<file path="config.mk">
export PLATFORM = sky130hd
export DESIGN_NAME = rbfc_top
export DESIGN_NICKNAME = d
export VERILOG_FILES = /design/src/shared/rbfc_pkg.sv /design/src/design/rbfc_apb_port.sv /design/src/design/rbfc_pause_decode.sv /design/src/design/rbfc_top.sv
export SDC_FILE = /design/constraint.sdc
export NUM_CORES = 1
export LEC_CHECK = 0
export BUFFER_PORTS_ARGS = -buffer_cell sky130_fd_sc_hd__buf_2
export CORE_MARGIN = 2
export CORE_UTILIZATION = 40
export CTS_CLUSTER_SIZE = 30
export DETAILED_ROUTE_END_ITERATION = 10
export MAX_ROUTING_LAYER = met4
export PLACE_DENSITY = 0.76
export SKIP_LAST_GASP = 1
export SYNTH_ARGS = -nofsm -noshare
export SYNTH_HDL_FRONTEND = slang
export SYNTH_HIERARCHICAL = 1
export SYNTH_SLANG_ARGS = --single-unit
</file>
<file path="constraint.sdc">
create_clock -name CLK -period 3.2 [get_ports CLK]
set_clock_uncertainty 0.1 [all_clocks]
set_input_delay 0.32 -clock CLK [delete_from_list [all_inputs] [get_ports CLK]]
set_output_delay 0.32 -clock CLK [all_outputs]
set_load 0.005 [all_outputs]
</file>
<file path="src/shared/rbfc_pkg.sv">
package rbfc_pkg;

	// register indices; byte address is four times the index
	localparam logic [7:0] RBFC_IDX_SPEED  = 8'h04;
	localparam logic [7:0] RBFC_IDX_AFRAME = 8'h05;
	localparam logic [7:0] RBFC_IDX_CMD    = 8'h08;
	localparam logic [7:0] RBFC_IDX_STATUS = 8'h09;
	localparam int         RBFC_ADDR_LSB   = 2;

	localparam logic [7:0] RBFC_SPEED_RST  = 8'h00;
	localparam logic [7:0] RBFC_AFRAME_RST = 8'h00;

	// speed register fields
	localparam int RBFC_SEND_MSB = 7;
	localparam int RBFC_SEND_LSB = 4;
	localparam int RBFC_RECV_MSB = 3;
	localparam int RBFC_RECV_LSB = 0;

	// type A framing fields
	localparam int RBFC_BIT_NO_TX_PARITY = 7;
	localparam int RBFC_BIT_RAW_RX       = 6;
	localparam int RBFC_BIT_TRANSPORT    = 5;
	localparam int RBFC_PAUSE_MSB        = 4;
	localparam int RBFC_PAUSE_LSB        = 1;
	localparam int RBFC_BIT_ANTICOLL     = 0;

	// command register bits (write one to execute)
	localparam int RBFC_CMD_LOAD_DEFAULTS = 0;
	localparam int RBFC_CMD_RESTORE_LINK  = 1;

	// speed codes, carrier divided by 2^(7-code)
	localparam logic [3:0] RBFC_RATE_DIV128 = 4'h0;
	localparam logic [3:0] RBFC_RATE_DIV64  = 4'h1;
	localparam logic [3:0] RBFC_RATE_DIV32  = 4'h2;
	localparam logic [3:0] RBFC_RATE_DIV16  = 4'h3;
	localparam logic [3:0] RBFC_RATE_DIV8   = 4'h4;
	localparam logic [3:0] RBFC_RATE_DIV4   = 4'h5;
	localparam logic [3:0] RBFC_RATE_DIV2   = 4'h6;

	// operating mode codes (initiator unless noted)
	localparam logic [3:0] RBFC_OM_ACTIVE_P2P = 4'h0;
	localparam logic [3:0] RBFC_OM_TYPE_A     = 4'h1;
	localparam logic [3:0] RBFC_OM_TYPE_B     = 4'h2;
	localparam logic [3:0] RBFC_OM_TYPE_F     = 4'h3;
	localparam logic [3:0] RBFC_OM_TYPE_1TAG  = 4'h4;
	localparam logic [3:0] RBFC_OM_SUBC_STRM  = 4'he;
	localparam logic [3:0] RBFC_OM_BPSK_STRM  = 4'hf;
	localparam logic [3:0] RBFC_OM_TGT_DETECT = 4'h0;
	localparam logic [3:0] RBFC_OM_TGT_NORMAL = 4'h1;

	// pause width: base at code 0 and signed code span per rate
	localparam logic [5:0] RBFC_PW_BASE128 = 6'd35;
	localparam logic [5:0] RBFC_PW_BASE64  = 6'd18;
	localparam logic [5:0] RBFC_PW_BASE32  = 6'd9;
	localparam logic [5:0] RBFC_PW_BASE16  = 6'd5;
	localparam logic signed [4:0] RBFC_PW_LO128 = -5'sd8;
	localparam logic signed [4:0] RBFC_PW_HI128 = 5'sd7;
	localparam logic signed [4:0] RBFC_PW_LO64  = -5'sd6;
	localparam logic signed [4:0] RBFC_PW_HI64  = 5'sd6;
	localparam logic signed [4:0] RBFC_PW_LO32  = -5'sd4;
	localparam logic signed [4:0] RBFC_PW_HI32  = 5'sd4;
	localparam logic signed [4:0] RBFC_PW_LO16  = -5'sd3;
	localparam logic signed [4:0] RBFC_PW_HI16  = 5'sd3;

	localparam logic [7:0] RBFC_TRANSPORT_START = 8'hf0;

	typedef struct packed {
		logic       tx_enable;
		logic       rx_enable;
		logic [3:0] send_rate;
		logic [3:0] recv_rate;
		logic       no_tx_parity;
		logic       raw_rx;
		logic       transport_frame_header;
		logic       anticoll_frame;
		logic       pause_valid;
		logic [5:0] pause_width;
	} rbfc_link_cfg_t;

	typedef struct packed {
		logic       wr;
		logic       rd;
		logic [7:0] index;
		logic [7:0] wdata;
	} rbfc_reg_req_t;

	function automatic logic rbfc_rate_known(input logic [3:0] code);
		rbfc_rate_known = (code <= RBFC_RATE_DIV2);
	endfunction

endpackage

</file>
<file path="src/design/rbfc_apb_port.sv">
`timescale 1ns/1ps
module rbfc_apb_port
	import rbfc_pkg::*;
(
	input  wire logic        psel,    // slave select
	input  wire logic        penable, // access phase
	input  wire logic        pwrite,  // write direction
	input  wire logic [31:0] paddr,   // byte address
	input  wire logic [31:0] pwdata,  // write data
	input  wire logic        mapped,  // index decodes to a register
	output rbfc_pkg::rbfc_reg_req_t req, // register request
	output logic             pready,  // always ready
	output logic             pslverr  // unmapped access
);
	logic access;
	logic aligned_hi;

	// zero wait states: every access completes in its first access cycle
	assign access     = psel & penable;
	assign aligned_hi = (paddr[31:RBFC_ADDR_LSB + 8] == '0);
	assign pready     = 1'b1;
	assign pslverr    = access & ~(mapped & aligned_hi);

	always_comb
	begin
		req.index = paddr[RBFC_ADDR_LSB + 7:RBFC_ADDR_LSB];
		req.wdata = pwdata[7:0];
		req.wr    = access & pwrite & mapped & aligned_hi;
		req.rd    = access & ~pwrite;
	end
endmodule

</file>
<file path="src/design/rbfc_pause_decode.sv">
`timescale 1ns/1ps
module rbfc_pause_decode
	import rbfc_pkg::*;
(
	input  wire logic [3:0] code,  // pause width code
	input  wire logic [3:0] rate,  // send speed code
	output logic            valid, // code usable at this rate
	output logic [5:0]      width  // pause in carrier periods
);
	logic signed [4:0] offs;
	logic signed [4:0] lo;
	logic signed [4:0] hi;
	logic        [5:0] base;

	// code is a two's complement offset from the rate's base width
	assign offs = {code[3], code};

	always_comb
	begin
		base = RBFC_PW_BASE128;
		lo   = RBFC_PW_LO128;
		hi   = RBFC_PW_HI128;
		case (rate)
			RBFC_RATE_DIV128:
			begin
				base = RBFC_PW_BASE128;
				lo   = RBFC_PW_LO128;
				hi   = RBFC_PW_HI128;
			end
			RBFC_RATE_DIV64:
			begin
				base = RBFC_PW_BASE64;
				lo   = RBFC_PW_LO64;
				hi   = RBFC_PW_HI64;
			end
			RBFC_RATE_DIV32:
			begin
				base = RBFC_PW_BASE32;
				lo   = RBFC_PW_LO32;
				hi   = RBFC_PW_HI32;
			end
			RBFC_RATE_DIV16:
			begin
				base = RBFC_PW_BASE16;
				lo   = RBFC_PW_LO16;
				hi   = RBFC_PW_HI16;
			end
			default:
			begin
				base = RBFC_PW_BASE128;
				lo   = RBFC_PW_HI128;
				hi   = RBFC_PW_LO128;
			end
		endcase
	end

	assign valid = (offs >= lo) && (offs <= hi);
	assign width = valid ? 6'(base + 6'({{1{offs[4]}}, offs})) : 6'h00;
endmodule

</file>
<file path="src/design/rbfc_top.sv">
// Our own choice: register access over APB.
`timescale 1ns/1ps
// Overview of operation
// - upper nibble selects send bit rate
// - lower nibble sets receive rate when allowed
// - both registers clear at reset, defaults
// - restore link command reloads speed register
// - codes 0..6 map carrier/128 to carrier/2
// - send above carrier/16 only in type B
// - very high receive only carrier/8, /4
// - unsupported speed code disables send, receive
// - bit 7 sends without parity bits
// - bit 6 receives raw, no checks
// - bit 5 adds/strips F0 header, length
// - bits 4..1 set pause at carrier/128
// - faster rates shift base, invalid codes
// - unsupported operating mode disables send, receive
module rbfc_top
	import rbfc_pkg::*;
(
	input  wire logic        CLK,            // 40 MHz clock
	input  wire logic        SRST,           // sync reset, high
	input  wire logic        PSEL,           // apb select
	input  wire logic        PENABLE,        // apb enable
	input  wire logic        PWRITE,         // apb write
	input  wire logic [31:0] PADDR,          // apb address
	input  wire logic [31:0] PWDATA,         // apb write data
	output logic      [31:0] PRDATA,         // apb read data
	output logic             PREADY,         // apb ready
	output logic             PSLVERR,        // apb error
	input  wire logic        TARGET_MODE,    // device acts as target
	input  wire logic [3:0]  OP_MODE,        // operating mode code
	input  wire logic [3:0]  DETECTED_RATE,  // rate for link restore
	input  wire logic        TX_FRAME_START, // send frame begins
	input  wire logic        RX_FRAME_START, // receive frame begins
	input  wire logic        FRAME_DONE,     // current frame ended
	output rbfc_pkg::rbfc_link_cfg_t LINK_CFG, // settings in force
	output logic [7:0]       START_BYTE,     // transport start byte
	output logic             LINK_BUSY       // frame in progress
);
	typedef enum logic [2:0]
	{
		RBFC_LINK_IDLE = 3'b001,
		RBFC_LINK_SEND = 3'b010,
		RBFC_LINK_RECV = 3'b100
	} rbfc_link_state_t;

	rbfc_reg_req_t    req;
	rbfc_link_state_t state;
	rbfc_link_state_t next_state;
	rbfc_link_cfg_t   next_cfg;
	rbfc_link_cfg_t   cfg;

	logic [7:0] link_speed_select;
	logic [7:0] type_a_framing_settings;
	logic       mapped;
	logic       cmd_load_defaults;
	logic       cmd_restore_link;
	logic       mode_ok;
	logic       split_rates;
	logic       send_ok;
	logic       recv_ok;
	logic [3:0] send_speed_code;
	logic [3:0] receive_speed_code;
	logic [3:0] recv_used;
	logic [3:0] pause_width_code;
	logic       pause_valid;
	logic [5:0] pause_width;
	logic       pending;
	logic [7:0] status;
	logic       frame_start;

	function automatic logic rbfc_is_very_high(input logic [3:0] code);
		rbfc_is_very_high = (code >= RBFC_RATE_DIV8)
			&& rbfc_rate_known(code);
	endfunction

	rbfc_apb_port u_apb
	(
		.psel    (PSEL),
		.penable (PENABLE),
		.pwrite  (PWRITE),
		.paddr   (PADDR),
		.pwdata  (PWDATA),
		.mapped  (mapped),
		.req     (req),
		.pready  (PREADY),
		.pslverr (PSLVERR)
	);

	always_comb
	begin
		case (req.index)
			RBFC_IDX_SPEED:  mapped = 1'b1;
			RBFC_IDX_AFRAME: mapped = 1'b1;
			RBFC_IDX_CMD:    mapped = 1'b1;
			RBFC_IDX_STATUS: mapped = 1'b1;
			default:         mapped = 1'b0;
		endcase
	end

	// command bits are self clearing strobes, never stored
	assign cmd_load_defaults = req.wr && (req.index == RBFC_IDX_CMD)
		&& req.wdata[RBFC_CMD_LOAD_DEFAULTS];
	assign cmd_restore_link  = req.wr && (req.index == RBFC_IDX_CMD)
		&& req.wdata[RBFC_CMD_RESTORE_LINK];

	// speed register; defaults outrank restore, restore outranks a write
	always_ff @(posedge CLK)
	begin
		if (SRST || cmd_load_defaults)
			link_speed_select <= RBFC_SPEED_RST;
		else if (cmd_restore_link)
			link_speed_select <= {DETECTED_RATE, DETECTED_RATE};
		else if (req.wr && (req.index == RBFC_IDX_SPEED))
			link_speed_select <= req.wdata;
	end

	// framing register
	always_ff @(posedge CLK)
	begin
		if (SRST || cmd_load_defaults)
			type_a_framing_settings <= RBFC_AFRAME_RST;
		else if (req.wr && (req.index == RBFC_IDX_AFRAME))
			type_a_framing_settings <= req.wdata;
	end

	assign send_speed_code    = link_speed_select[RBFC_SEND_MSB:RBFC_SEND_LSB];
	assign receive_speed_code = link_speed_select[RBFC_RECV_MSB:RBFC_RECV_LSB];
	assign pause_width_code   =
		type_a_framing_settings[RBFC_PAUSE_MSB:RBFC_PAUSE_LSB];

	// operating modes that exist; anything else halts the link
	always_comb
	begin
		if (TARGET_MODE)
		begin
			case (OP_MODE)
				RBFC_OM_TGT_DETECT: mode_ok = 1'b1;
				RBFC_OM_TGT_NORMAL: mode_ok = 1'b1;
				default:            mode_ok = 1'b0;
			endcase
		end
		else
		begin
			case (OP_MODE)
				RBFC_OM_ACTIVE_P2P: mode_ok = 1'b1;
				RBFC_OM_TYPE_A:     mode_ok = 1'b1;
				RBFC_OM_TYPE_B:     mode_ok = 1'b1;
				RBFC_OM_TYPE_F:     mode_ok = 1'b1;
				RBFC_OM_TYPE_1TAG:  mode_ok = 1'b1;
				RBFC_OM_SUBC_STRM:  mode_ok = 1'b1;
				RBFC_OM_BPSK_STRM:  mode_ok = 1'b1;
				default:            mode_ok = 1'b0;
			endcase
		end
	end

	// only type A and type B readers may run asymmetric rates
	assign split_rates = ~TARGET_MODE
		&& ((OP_MODE == RBFC_OM_TYPE_A) || (OP_MODE == RBFC_OM_TYPE_B));
	assign recv_used   = split_rates ? receive_speed_code
		: send_speed_code;

	// send rate must exist, and very high rates need type B
	assign send_ok = rbfc_rate_known(send_speed_code)
		&& (~rbfc_is_very_high(send_speed_code)
		|| (~TARGET_MODE && (OP_MODE == RBFC_OM_TYPE_B)));

	// carrier/2 exists for sending but never for reception
	assign recv_ok = rbfc_rate_known(recv_used)
		&& (recv_used != RBFC_RATE_DIV2);

	rbfc_pause_decode u_pause
	(
		.code  (pause_width_code),
		.rate  (send_speed_code),
		.valid (pause_valid),
		.width (pause_width)
	);

	// settings the next frame would run with
	always_comb
	begin
		next_cfg.tx_enable    = mode_ok && send_ok && recv_ok;
		next_cfg.rx_enable    = mode_ok && send_ok && recv_ok;
		next_cfg.send_rate    = send_speed_code;
		next_cfg.recv_rate    = recv_used;
		next_cfg.no_tx_parity =
			type_a_framing_settings[RBFC_BIT_NO_TX_PARITY];
		next_cfg.raw_rx       =
			type_a_framing_settings[RBFC_BIT_RAW_RX];
		next_cfg.transport_frame_header =
			type_a_framing_settings[RBFC_BIT_TRANSPORT];
		next_cfg.anticoll_frame =
			type_a_framing_settings[RBFC_BIT_ANTICOLL];
		next_cfg.pause_valid  = pause_valid;
		next_cfg.pause_width  = pause_width;
	end

	assign frame_start = TX_FRAME_START | RX_FRAME_START;

	// frame tracker; a start while busy is ignored
	always_comb
	begin
		next_state = state;
		case (state)
			RBFC_LINK_IDLE:
			begin
				if (TX_FRAME_START && cfg.tx_enable)
					next_state = RBFC_LINK_SEND;
				else if (RX_FRAME_START && cfg.rx_enable)
					next_state = RBFC_LINK_RECV;
			end
			RBFC_LINK_SEND:
			begin
				if (FRAME_DONE)
					next_state = RBFC_LINK_IDLE;
			end
			RBFC_LINK_RECV:
			begin
				if (FRAME_DONE)
					next_state = RBFC_LINK_IDLE;
			end
			default:
				next_state = RBFC_LINK_IDLE;
		endcase
	end

	always_ff @(posedge CLK)
	begin
		if (SRST)
			state <= RBFC_LINK_IDLE;
		else
			state <= next_state;
	end

	// settings in force only change between frames, so a frame
	// never sees a rate or header switch halfway through
	always_ff @(posedge CLK)
	begin
		if (SRST)
			cfg <= '0;
		else if (state == RBFC_LINK_IDLE && !frame_start)
			cfg <= next_cfg;
	end

	// shows that a write is still waiting for the frame to end
	assign pending = (cfg != next_cfg);

	always_comb
	begin
		status    = 8'h00;
		status[0] = cfg.tx_enable;
		status[1] = cfg.rx_enable;
		status[2] = mode_ok;
		status[3] = send_ok;
		status[4] = recv_ok;
		status[5] = pause_valid;
		status[6] = pending;
		status[7] = (state != RBFC_LINK_IDLE);
	end

	// read data registered in the access cycle's own edge is too late
	// for zero-wait apb, so reads are combinational from flops
	always_comb
	begin
		PRDATA = 32'h0000_0000;
		if (req.rd)
		begin
			case (req.index)
				RBFC_IDX_SPEED:  PRDATA[7:0] = link_speed_select;
				RBFC_IDX_AFRAME: PRDATA[7:0] = type_a_framing_settings;
				RBFC_IDX_STATUS: PRDATA[7:0] = status;
				default:         PRDATA = 32'h0000_0000;
			endcase
		end
	end

	assign LINK_CFG   = cfg;
	assign LINK_BUSY  = (state != RBFC_LINK_IDLE);
	assign START_BYTE = RBFC_TRANSPORT_START;
endmodule

</file>
# After elaboration in Yosys (flattened, before gate mapping)
# Cells that the tools add are included.
# classes
n_addsub,1
n_lt_le_gt_ge,5
n_eq_ne,21
mux,17
bitwise,12
n_reduce_logical,29
# op_table
cell,n
5-bit one-hot mux with 4 select lines,2
8-bit 2-to-1 mux,3
8-bit one-hot mux with 3 select lines,1
22-bit zero test,1
21-bit inequality test,1
6-bit one-hot mux with 3 select lines,1
4-bit by 2-bit == test with 1-bit output (second input constant),4
8-bit by 3-bit == test with 1-bit output (second input constant),2
8-bit by 4-bit == test with 1-bit output (second input constant),2
1-bit logical AND,16
3-bit 2-to-1 mux,3
4-bit by 1-bit == test with 1-bit output (second input constant),2
4-bit == test (second input constant),2
4-bit by 3-bit <= comparator with 1-bit output (second input constant),2
4-bit zero test,2
1-bit AND,7
7-bit OR reduction,1
6-bit adder,1
6-bit 2-to-1 mux,1
3-bit one-hot mux with 2 select lines,1
4-bit by 5-bit >= comparator with 1-bit output,1
4-bit by 5-bit <= comparator with 1-bit output,1
4-bit by 3-bit == test with 1-bit output (second input constant),1
4-bit by 3-bit >= comparator with 1-bit output (second input constant),1
17 further kinds,26
# totals
reg_bits,39
inputBits,81
out_inout_bits,64
wordCells,97

# Depth between registers and ports, before layout
# Gate-level depths: netlist (run 1).
# depth
word_depth,10
depth_mapped,15
depth_no_buf,15

# Hierarchy
# Netlist (run 1), hierarchy kept.
# by_module_without_submodules
mod,n_inst,cells_each,area_each_um2,seq_area_each_um2
rbfc_top,1,296,2386.0,780.7
rbfc_pause_decode,1,62,494.2,0.0
rbfc_apb_port,1,30,214.0,0.0

# Worst setup path after synthesis (run 1)
# No wires, ideal clock.
# synth_timing
path_kind,register -> output
startpoint,reg link_speed_select[4]
endpoint,out PRDATA[6]
arrival_time_ns,2.664
t_required_ns,2.780
setup_slack_ns,0.116
path_stages_with_launch,14
path_buffers,0
path_cell_list,dfxtp_1 nor2b_1 nand2_1 ha_1 fa_1 a21o_1 a21oi_1 xor2_1 nor2_1 xor2_1 nor4_1 nand4_1 nor4_1 a211oi_1
# synth_lines
element,line,rtl
from (decl),rbfc_top.sv:54,logic [7:0] link_speed_select;
from (signal assigned),rbfc_top.sv:114,"link_speed_select <= {DETECTED_RATE, DETECTED_RATE};"
from (signal assigned),rbfc_top.sv:116,link_speed_select <= req.wdata;
to (decl),rbfc_top.sv:28,"output logic [31:0] PRDATA,"

==> out/metrics.csv, run 1 <==
metric;value;unit
Worst EP required;2.78;ns
Top-Level Pins;145;
Pleak;1.78;nW
Final Cell Area;3680;um^2
violated checks;setup timing;
worst hold-check path type;in2reg;
Min-Delay Endpoint;type_a_framing_settings[5];
min setup slack post-route;-0.370;ns
switching fraction of total power;25.4;%
count of final max-slew check failures;0;
critical path capture point type;output pin;
Clk pwr share;41.8;%
power density over the cells;293;nW/um^2
DRT Wirelength;7.77;mm
number of nets in the layout;564;
CTS HTree Levels;2;
post-synthesis sequential area ratio;25.2;%
Synth Instances;388;
origin of the worst min-delay path;PWDATA[5];
pin count of the biggest net entering global routing;26;
sequential share of power;46.4;%
overall routing resource usage;18.9;%
type of the setup path with the least slack;reg2out;
CTS tree;built;
Final Setup Violations;1;
antenna fix cells;0;
max frequency;280;MHz
kind of start point of the critical path;register;
reg-to-reg endpoint;LINK_CFG[5];
insertion delay to the later sink of the worst-skew pair;0.30;ns
register-to-register setup slack;0.93;ns
DRC violation count after routing;0;
CTS sink count;39;
Final period util;112;%
Internal;803;uW
most common cell after layout, fill and taps aside;sky130_fd_sc_hd__buf_2;
ratio of cells with drive above 1 in the final layout;32.3;%
Arr. time, crit path;3.15;ns
setup repair after global routing missed its margin;true;
Cell Rows;32;
Setup Total Neg Slack;-0.370;ns
Area Growth Syn to Fin;18.8;%
total number of yosys warnings;6;
shortest period the worst path allows;3.57;ns
worst flop-to-flop path startpoint;link_speed_select[6];
CTS buffer count;5;
highest-count cells in the layout ignoring fill and taps;85 x sky130_fd_sc_hd__buf_2, 48 x sky130_fd_sc_hd__nand2_1, 41 x sky130_fd_sc_hd__nor2_1;
initial cell density of the core;40.7;%
result of the run;finished, violations left;
ratio of routed vias to standard cells;5.07;
number of max-cap violations;0;
chip width;92.0;um
netlist area before placement;3090;um^2
average cell area after synthesis;7.97;um^2
combinational power share;11.8;%
worst voltage drop across the vdd grid;0.186;mV
HPWL after detailed placement;6.24;mm
overflow left after global routing;0;
total net switching power;273;uW
initial drt markers;141;
hold buffers post-CTS;0;
Hold Fails Final Rpt;0;
# port buffers;85;
die area;8450;um^2
number of search-and-repair iterations in the first detailed-routing pass;4;
buffer levels on the longest clock path;2;
DR WL/cell;13.6;um
number of nets with antenna violations after routing;0;
vias in the first global route;2718;
source of the critical timing path;link_speed_select[4];
clock root buffer;sky130_fd_sc_hd__clkbuf_8;
core footprint;7610;um^2
via count;2898;
initial antenna violation count;0;
hold-critical path depth;3;
Worst-path clk slew;0.08;ns
critical path peak fanout;5;
Register-to-Register Path Depth;11;
die height;92.0;um
register bit total from synthesis;39;
final estimated routing congestion in global placement;0.922;
Placed Instance Area;3490;um^2
fill count;753;
Netlist cell types;56;
first-pass GRT wire length;12.6;mm
[cells in the mapped netlist, drive strengths merged]
master	instances	area share [%]
buf	57	13
o21a	2	0.49
nor4	10	2.5
inv	6	0.73
nor4b	1	0.49
a211oi	11	3.2
a31oi	3	0.61
nand2b	3	0.61
a21o	6	1.5
nor2b	8	1.9
nor3	12	2.5
a21oi	24	4.0
nor2	46	5.9
a22oi	2	0.49
o21ai	8	1.4
nand2	49	6.0
o22ai	1	0.20
mux2i	17	5.6
nor3b	1	0.24
nand4	2	0.40
or2	3	0.61
o22a	3	0.85
fa	1	0.65
and3b	1	0.28
and2b	1	0.24
clkbuf	7	0.85
nor4bb	1	0.32
ha	13	5.3
and3	7	1.4
dfxtp	39	25
mux2	4	1.5
xnor2	7	2.0
and4	2	0.57
and4b	1	0.32
o32a	1	0.73
a32oi	3	0.85
o21bai	1	0.24
conb	3	0.36
nand3	3	0.49
xor2	18	5.3
[power groups by stage]
stage	Clock, mW	Combinational [mW]	Sequential (mW)
after floorplan	0	0.111	0.511
after global placement	0	0.122	0.511
after detailed placement	0	0.125	0.512
after CTS	0.459	0.125	0.500
after global routing	0.479	0.142	0.500
final	0.450	0.127	0.499
[cell families (layout without fill, tap and decap cells)]
kind of cell,count (synthesis),in the layout,share of synthesized area (%)
and+or+nand+nor,151,151,24.7
buffers and inverters,70,122,14.9
AOI/OAI and AO/OA,65,65,14.5
DFF,39,39,25.2
xor gates and xnor gates,25,25,7.32
muxes,21,21,7.08
adders and majority gates,14,14,5.90
other,3,33,0.364
[how the worst max path moves through the flow]
stage / depth (start not counted) / slack [ns] / endpoint
after CTS: 15 / -0.35 / PRDATA[6]
after global placement: 16 / -0.23 / PRDATA[6]
after global routing: 14 / -0.62 / PRDATA[6]
after floorplan: 13 / 0.12 / PRDATA[6]
after detailed placement: 16 / -0.21 / PRDATA[6]
final: 14 / -0.37 / PRDATA[6]
[critical path: stages, from the launching register on]
cell and delay [ns]:
sky130_fd_sc_hd__dfxtp_4 0.38, sky130_fd_sc_hd__nor2b_4 0.15, sky130_fd_sc_hd__nand2_1 0.08, sky130_fd_sc_hd__ha_2 0.20
sky130_fd_sc_hd__fa_2 0.34, sky130_fd_sc_hd__a21o_1 0.18, sky130_fd_sc_hd__a21oi_2 0.15, sky130_fd_sc_hd__xor2_1 0.19
sky130_fd_sc_hd__nor2_2 0.06, sky130_fd_sc_hd__xor2_1 0.15, sky130_fd_sc_hd__nor4_2 0.35, sky130_fd_sc_hd__nand4_1 0.19
sky130_fd_sc_hd__nor4_2 0.17, sky130_fd_sc_hd__a211oi_1 0.10, sky130_fd_sc_hd__buf_2 0.15
[metal layers]
metal	wire, um	track usage, %	up-vias
li1	-	-	1418
met1	2970	21.4	1348
met2	4160	34.4	116
met3	488	1.81	16
met4	157	6.84	0
met5	0	-	-
[sequential cells by signal (all words and copies together), names as in the netlist]
name	flops
LINK_CFG	20
state	3
link_speed_select	8
type_a_framing_settings	8
[metrics by stage]
| step | worst slack (ns) | std cells | hold slack, ns | utilization, % | total power, mW |
|---|---|---|---|---|---|
| final | -0.370 | 572 | 0.171 | 48.3 | 1.08 |
| after CTS | -0.347 | 572 | 0.167 | 48.0 | 1.08 |
| after floorplan | 0.116 | 418 | 0.361 | - | 0.622 |
| after detailed placement | -0.210 | 563 | 0.377 | 45.8 | 0.637 |
| after global placement | -0.232 | 563 | 0.368 | 45.8 | 0.633 |
| after global routing | -0.617 | 572 | 0.184 | 48.3 | 1.12 |
[cell type report]
type | instances | area, um^2 | area share [%]
multi-input combinational | 309 | 2020 | 54.9
timing repair buffer | 108 | 598 | 16.3
clock inverter | 2 | 38.8 | 1.06
sequential | 39 | 787 | 21.4
inverter | 6 | 22.5 | 0.613
tap | 102 | 128 | 3.47
clock buffer | 6 | 82.6 | 2.25
[repair_timing]
action                     CTS  global route
setup buffers                1             0
cloned                       0             0
gates resized for setup     12             5
pin swaps                    9             1
setup endpoints to repair    1             2
Note: power is estimated with default switching activity, not from simulation.
==> run 2, diff against run 1 <==
- CTS_CLUSTER_SIZE: 30 -> 8
- RECOVER_POWER: default -> 25
- SETUP_SLACK_MARGIN: default -> 0.02
==> run 2 against run 1 <==
Compared with the run above: the run still ends with setup timing left; first-iteration DRC count unchanged; utilization down 0.082 points; critical path depth did not move; flip-flop and latch count did not move.
==> out/metrics.csv, run 2 (synthesis results as in run 1) <==
metric;value;unit;change
result of the run;finished, violations left;;
violated checks;setup timing;;
CTS HTree Levels;2;;unchanged
HPWL after detailed placement;6.24;mm;unchanged
chip width;92.0;um;unchanged
post-placement cell count;563;;unchanged
max frequency;280;MHz;about the same
critical path capture point type;output pin;;
number of max-cap violations;0;;unchanged
CTS tree;built;;
highest-count cells in the layout ignoring fill and taps;80 x sky130_fd_sc_hd__buf_2, 48 x sky130_fd_sc_hd__nand2_1, 41 x sky130_fd_sc_hd__nor2_1;;
number of nets in the layout;564;;unchanged
Area Growth Syn to Fin;18.6;%;
Worst EP required;2.78;ns;about the same
pin count of the biggest net entering global routing;26;;unchanged
Final Setup Violations;1;;unchanged
critical path peak fanout;5;;unchanged
vias in the first global route;2718;;unchanged
type of the setup path with the least slack;reg2out;;
# port buffers;85;;unchanged
number of nets with antenna violations after routing;0;;unchanged
worst hold-check path type;in2reg;;
DRC violation count after routing;0;;unchanged
first-pass GRT wire length;12.6;mm;unchanged
flip-flop count of the largest register after layout;20;;unchanged
initial cell density of the core;40.7;%;unchanged
number of search-and-repair iterations in the first detailed-routing pass;4;;unchanged
Placed Instance Area;3490;um^2;unchanged
CTS buffer count;5;;unchanged
most common cell after layout, fill and taps aside;sky130_fd_sc_hd__buf_2;;
source of the critical timing path;link_speed_select[4];;
core footprint;7610;um^2;unchanged
Top Usage Layer GRT;met2;;
GR Util met1;21.4;%;unchanged
overall routing resource usage;18.9;%;unchanged
Pleak;1.76;nW;-1.1%
ratio of cells with drive above 1 in the final layout;31.3;%;-1.1 points
DR WL/cell;13.6;um;+0.10%
met3 track utilization from global routing;1.81;%;unchanged
final estimated routing congestion in global placement;0.922;;unchanged
DRT Wirelength;7.78;mm;+0.10%
die area;8450;um^2;unchanged
Cell Rows;32;;unchanged
ratio of routed vias to standard cells;5.08;;+0.21%
antenna fix cells;0;;unchanged
tightest hold margin;0.171;ns;-0.000122 ns
origin of the worst min-delay path;PWDATA[5];;
overflow left after global routing;0;;unchanged
initial drt markers;141;;unchanged
non-filler cells, final;572;;unchanged
initial antenna violation count;0;;unchanged
setup repair after global routing missed its margin;true;;
power density over the cells;293;nW/um^2;about the same
shortest period the worst path allows;3.57;ns;+0.000105 ns
worst flop-to-flop path startpoint;link_speed_select[6];;
Final Cell Area;3670;um^2;-0.17%
Hold Fails Final Rpt;0;;unchanged
Arr. time, crit path;3.15;ns;about the same
insertion delay to the later sink of the worst-skew pair;0.30;ns;about the same
Top-Level Pins;145;;unchanged
min setup slack post-route;-0.371;ns;-0.000105 ns
Final period util;112;%;about the same
worst voltage drop across the vdd grid;0.185;mV;-0.31%
CTS sink count;39;;unchanged
via count;2904;;+0.21%
Worst-path clk slew;0.08;ns;about the same
clock root buffer;sky130_fd_sc_hd__clkbuf_8;;
kind of start point of the critical path;register;;
buffer levels on the longest clock path;2;;unchanged
die height;92.0;um;unchanged
count of final max-slew check failures;0;;unchanged
met2 GRT Util;34.4;%;unchanged
-- run 2: cell type report --
class	count	area, um^2
clock buffers	6	82.6
clock inverters	2	38.8
fillers	754	3940
inverters	6	22.5
multi-input cells	309	2020
flip-flops and latches	39	787
well taps	102	128
repair buffers	108	592
-- run 2: routing by layer --
layer	vias to the layer above	wire length (um)	share of wire, %
met3	16	498	6.4
met4	0	157	2.0
li1	1418	-	-
met5	-	0	0
met2	119	4160	53
met1	1351	2970	38
-- run 2: per-stage QoR --
step                util, %  setup WS (ns)  TNS [ns]  power (mW)
detailed placement     45.8         -0.210    -0.210       0.637
global placement       45.8         -0.232    -0.232       0.633
finish                 48.2         -0.371    -0.371        1.08
global route           48.2         -0.617    -0.624        1.12
floorplan                 -          0.116         0       0.622
CTS                    48.0         -0.347    -0.347        1.08
-- run 2: power by group --
group | switching, mW | leakage [nW] | internal [mW] | total [mW]
combinational | 0.0720 | 1.38 | 0.0540 | 0.126
sequential | 0.00804 | 0.317 | 0.492 | 0.500
clock | 0.193 | 0.0618 | 0.257 | 0.450
total | 0.273 | 1.76 | 0.802 | 1.08
-- run 2: worst paths after layout --
path	to	slack (ns)	depth (start not counted)
max reg2reg	LINK_CFG[5]	0.93	11
min reg2reg	LINK_CFG[18]	0.39	2
min	type_a_framing_settings[5]	0.17	3
max	PRDATA[6]	-0.37	14
-- run 2: timing repair --
action,in CTS,in global routing
hold buffers,0,0
setup endpoints to repair,1,2
gates resized for setup,12,5
buffers inserted,1,0
endpoints found under the hold margin,0,0
cloned,0,0
pin swaps,9,1
-- run 2: critical path: stages, from the launching register on --
cell	delay, ns
sky130_fd_sc_hd__dfxtp_4	0.38
sky130_fd_sc_hd__nor2b_4	0.15
sky130_fd_sc_hd__nand2_1	0.08
sky130_fd_sc_hd__ha_2	0.20
sky130_fd_sc_hd__fa_2	0.34
sky130_fd_sc_hd__a21o_1	0.18
sky130_fd_sc_hd__a21oi_2	0.15
sky130_fd_sc_hd__xor2_1	0.19
sky130_fd_sc_hd__nor2_2	0.06
sky130_fd_sc_hd__xor2_1	0.15
sky130_fd_sc_hd__nor4_2	0.35
sky130_fd_sc_hd__nand4_1	0.19
sky130_fd_sc_hd__nor4_2	0.17
sky130_fd_sc_hd__a211oi_1	0.10
sky130_fd_sc_hd__buf_2	0.15
==> run 3, diff against run 2 <==
- PLACE_DENSITY: 0.76 -> 0.73
- clock period: 3.2 -> 3.75 ns (I/O delays scaled with it)
==> run 3 against run 2 <==
Compared with the run above: the run now ends clean; die area unchanged; cell area down 3.5%; non-clock buffer count down 13; largest power group unchanged; worst hold slack better by 0.054 ns; utilization down 1.7 points.
==> out/metrics.csv, run 3 (synthesis results as in run 1) <==
metric;value;unit;change
result of the run;complete, no violations;;
setup repair after global routing missed its margin;true;;
shortest period the worst path allows;3.73;ns;
critical path capture point type;output pin;;
first-pass GRT wire length;12.1;mm;-3.6%
Register-to-Register Path Depth;12;;+1
Pleak;1.68;nW;-4.5%
most common cell after layout, fill and taps aside;sky130_fd_sc_hd__buf_2;;
tightest hold margin;0.224;ns;+0.0538 ns
origin of the worst min-delay path;PWDATA[4];;
Final period util;99.5;%;
Cell Rows;32;;unchanged
core footprint;7610;um^2;unchanged
DRC violation count after routing;0;;unchanged
register-to-register setup slack;1.44;ns;+0.51 ns
Final Cell Area;3540;um^2;-3.5%
number of max-cap violations;0;;unchanged
hold buffers post-CTS;0;;unchanged
Setup Total Neg Slack;0;ns;+0.371 ns
max frequency;268;MHz;
hold-critical path depth;3;;unchanged
die area;8450;um^2;unchanged
DRT Wirelength;7.54;mm;-3.0%
Final Setup Violations;0;;-1
Worst-path clk slew;0.08;ns;about the same
initial cell density of the core;40.7;%;unchanged
clock root buffer;sky130_fd_sc_hd__clkbuf_8;;
Top-Level Pins;145;;unchanged
buffer levels on the longest clock path;2;;unchanged
Worst EP required;3.27;ns;+0.49 ns
worst voltage drop across the vdd grid;0.111;mV;-40%
initial antenna violation count;0;;unchanged
CTS HTree Levels;2;;unchanged
DR WL/cell;13.5;um;-0.79%
source of the critical timing path;link_speed_select[6];;
Area Growth Syn to Fin;14.4;%;
final estimated routing congestion in global placement;0.899;;-2.5%
worst hold-check path type;in2reg;;
antenna fix cells;0;;unchanged
fill count;751;;-0.40%
type of the setup path with the least slack;reg2out;;
ratio of cells with drive above 1 in the final layout;27.4;%;-3.9 points
power density over the cells;258;nW/um^2;-12%
tightest slew margin relative to the limit;65.7;%;
CTS sink count;39;;unchanged
vias in the first global route;2616;;-3.8%
overall routing resource usage;18.3;%;-0.53 points
CTS buffer count;5;;unchanged
flip-flop count of the largest register after layout;20;;unchanged
ratio of routed vias to standard cells;5.03;;-0.85%
chip width;92.0;um;unchanged
CTS tree;built;;
pin count of the biggest net entering global routing;26;;unchanged
via count;2814;;-3.1%
number of nets in the layout;551;;-2.3%
number of search-and-repair iterations in the first detailed-routing pass;5;;+1
overall power;914;uW;-15%
# port buffers;85;;unchanged
Placed Instance Area;3370;um^2;-3.4%
Hold Fails Final Rpt;0;;unchanged
overflow left after global routing;0;;unchanged
critical path peak fanout;7;;+2
number of nets with antenna violations after routing;0;;unchanged
initial drt markers;157;;+11%
kind of start point of the critical path;register;;
insertion delay to the later sink of the worst-skew pair;0.30;ns;about the same
HPWL after detailed placement;5.93;mm;-4.9%
actual slew at the worst max-slew pin;0.515;ns;
Arr. time, crit path;3.25;ns;+0.10 ns
count of final max-slew check failures;0;;unchanged
die height;92.0;um;unchanged
worst flop-to-flop path startpoint;link_speed_select[6];;
highest-count cells in the layout ignoring fill and taps;77 x sky130_fd_sc_hd__buf_2, 48 x sky130_fd_sc_hd__nand2_1, 43 x sky130_fd_sc_hd__nor2_1;;
Finished Core Util;46.5;%;-1.7 points
-- run 3: cell types whose count changed in the layout (fill, tap and decap cells not counted), moves of 2 or more --
cell	before	now
sky130_fd_sc_hd__clkbuf_1	5	8
sky130_fd_sc_hd__buf_4	23	10
sky130_fd_sc_hd__nor2_2	4	2
sky130_fd_sc_hd__buf_2	80	77
sky130_fd_sc_hd__dfxtp_1	36	38
sky130_fd_sc_hd__nor2_1	41	43
sky130_fd_sc_hd__dfxtp_2	2	0
-- run 3: per-stage QoR --
stage | setup WS [ns] | cells
detailed placement | 0.0790 | 547
global placement | 0.180 | 547
global route | -0.194 | 559
floorplan | 0.611 | 418
CTS | 0.0310 | 559
finish | 0.0204 | 559
-- run 3: final cells by class --
type	count	area (um^2)	area share, %
well taps	102	128	3.60
multi-input cells	309	1990	56.3
flip-flops and latches	39	785	22.2
repair buffers	95	490	13.9
clock buffers	6	82.6	2.33
clock inverters	2	38.8	1.10
inverters	6	22.5	0.636
-- run 3: path summary, 6_finish.rpt --
path	endpoint
worst max register to register	LINK_CFG[3]
worst min register to register	LINK_CFG[0]
worst min-delay path	type_a_framing_settings[4]
worst max-delay path	PRDATA[6]
-- run 3: where the power goes --
| group | leakage, nW | internal (mW) | switching [mW] |
|---|---|---|---|
| sequential | 0.316 | 0.419 | 0.00656 |
| combinational | 1.30 | 0.0453 | 0.0608 |
| clock | 0.0618 | 0.219 | 0.163 |
| total | 1.68 | 0.684 | 0.231 |
-- run 3: per-layer routing --
metal,GRT usage (%),part of all wire [%],up-vias
met4,5.22,0.99,0
li1,-,-,1397
met2,32.7,51,127
met1,21.4,42,1277
met5,-,0,-
met3,2.88,6.7,13
-- run 3: critical path, stage by stage (launching register included) --
cell	delay, ns
sky130_fd_sc_hd__dfxtp_1	0.34
sky130_fd_sc_hd__nor2_4	0.17
sky130_fd_sc_hd__inv_1	0.12
sky130_fd_sc_hd__nor2_2	0.16
sky130_fd_sc_hd__o21a_1	0.14
sky130_fd_sc_hd__ha_1	0.19
sky130_fd_sc_hd__nor2b_4	0.05
sky130_fd_sc_hd__o21ai_2	0.10
sky130_fd_sc_hd__a32oi_1	0.09
sky130_fd_sc_hd__o32a_4	0.37
sky130_fd_sc_hd__nor2_1	0.17
sky130_fd_sc_hd__xor2_1	0.10
sky130_fd_sc_hd__nor4_2	0.35
sky130_fd_sc_hd__nand4_1	0.18
sky130_fd_sc_hd__nor4_2	0.16
sky130_fd_sc_hd__a211oi_1	0.12
sky130_fd_sc_hd__buf_2	0.14
-- run 3: repair_timing --
action                                 4_1_cts  5_1_grt
pin swaps                                    4        2
endpoints found under the hold margin        0        0
gates resized for setup                      8        1
setup endpoints to repair                    1        1
buffers inserted                             4        0
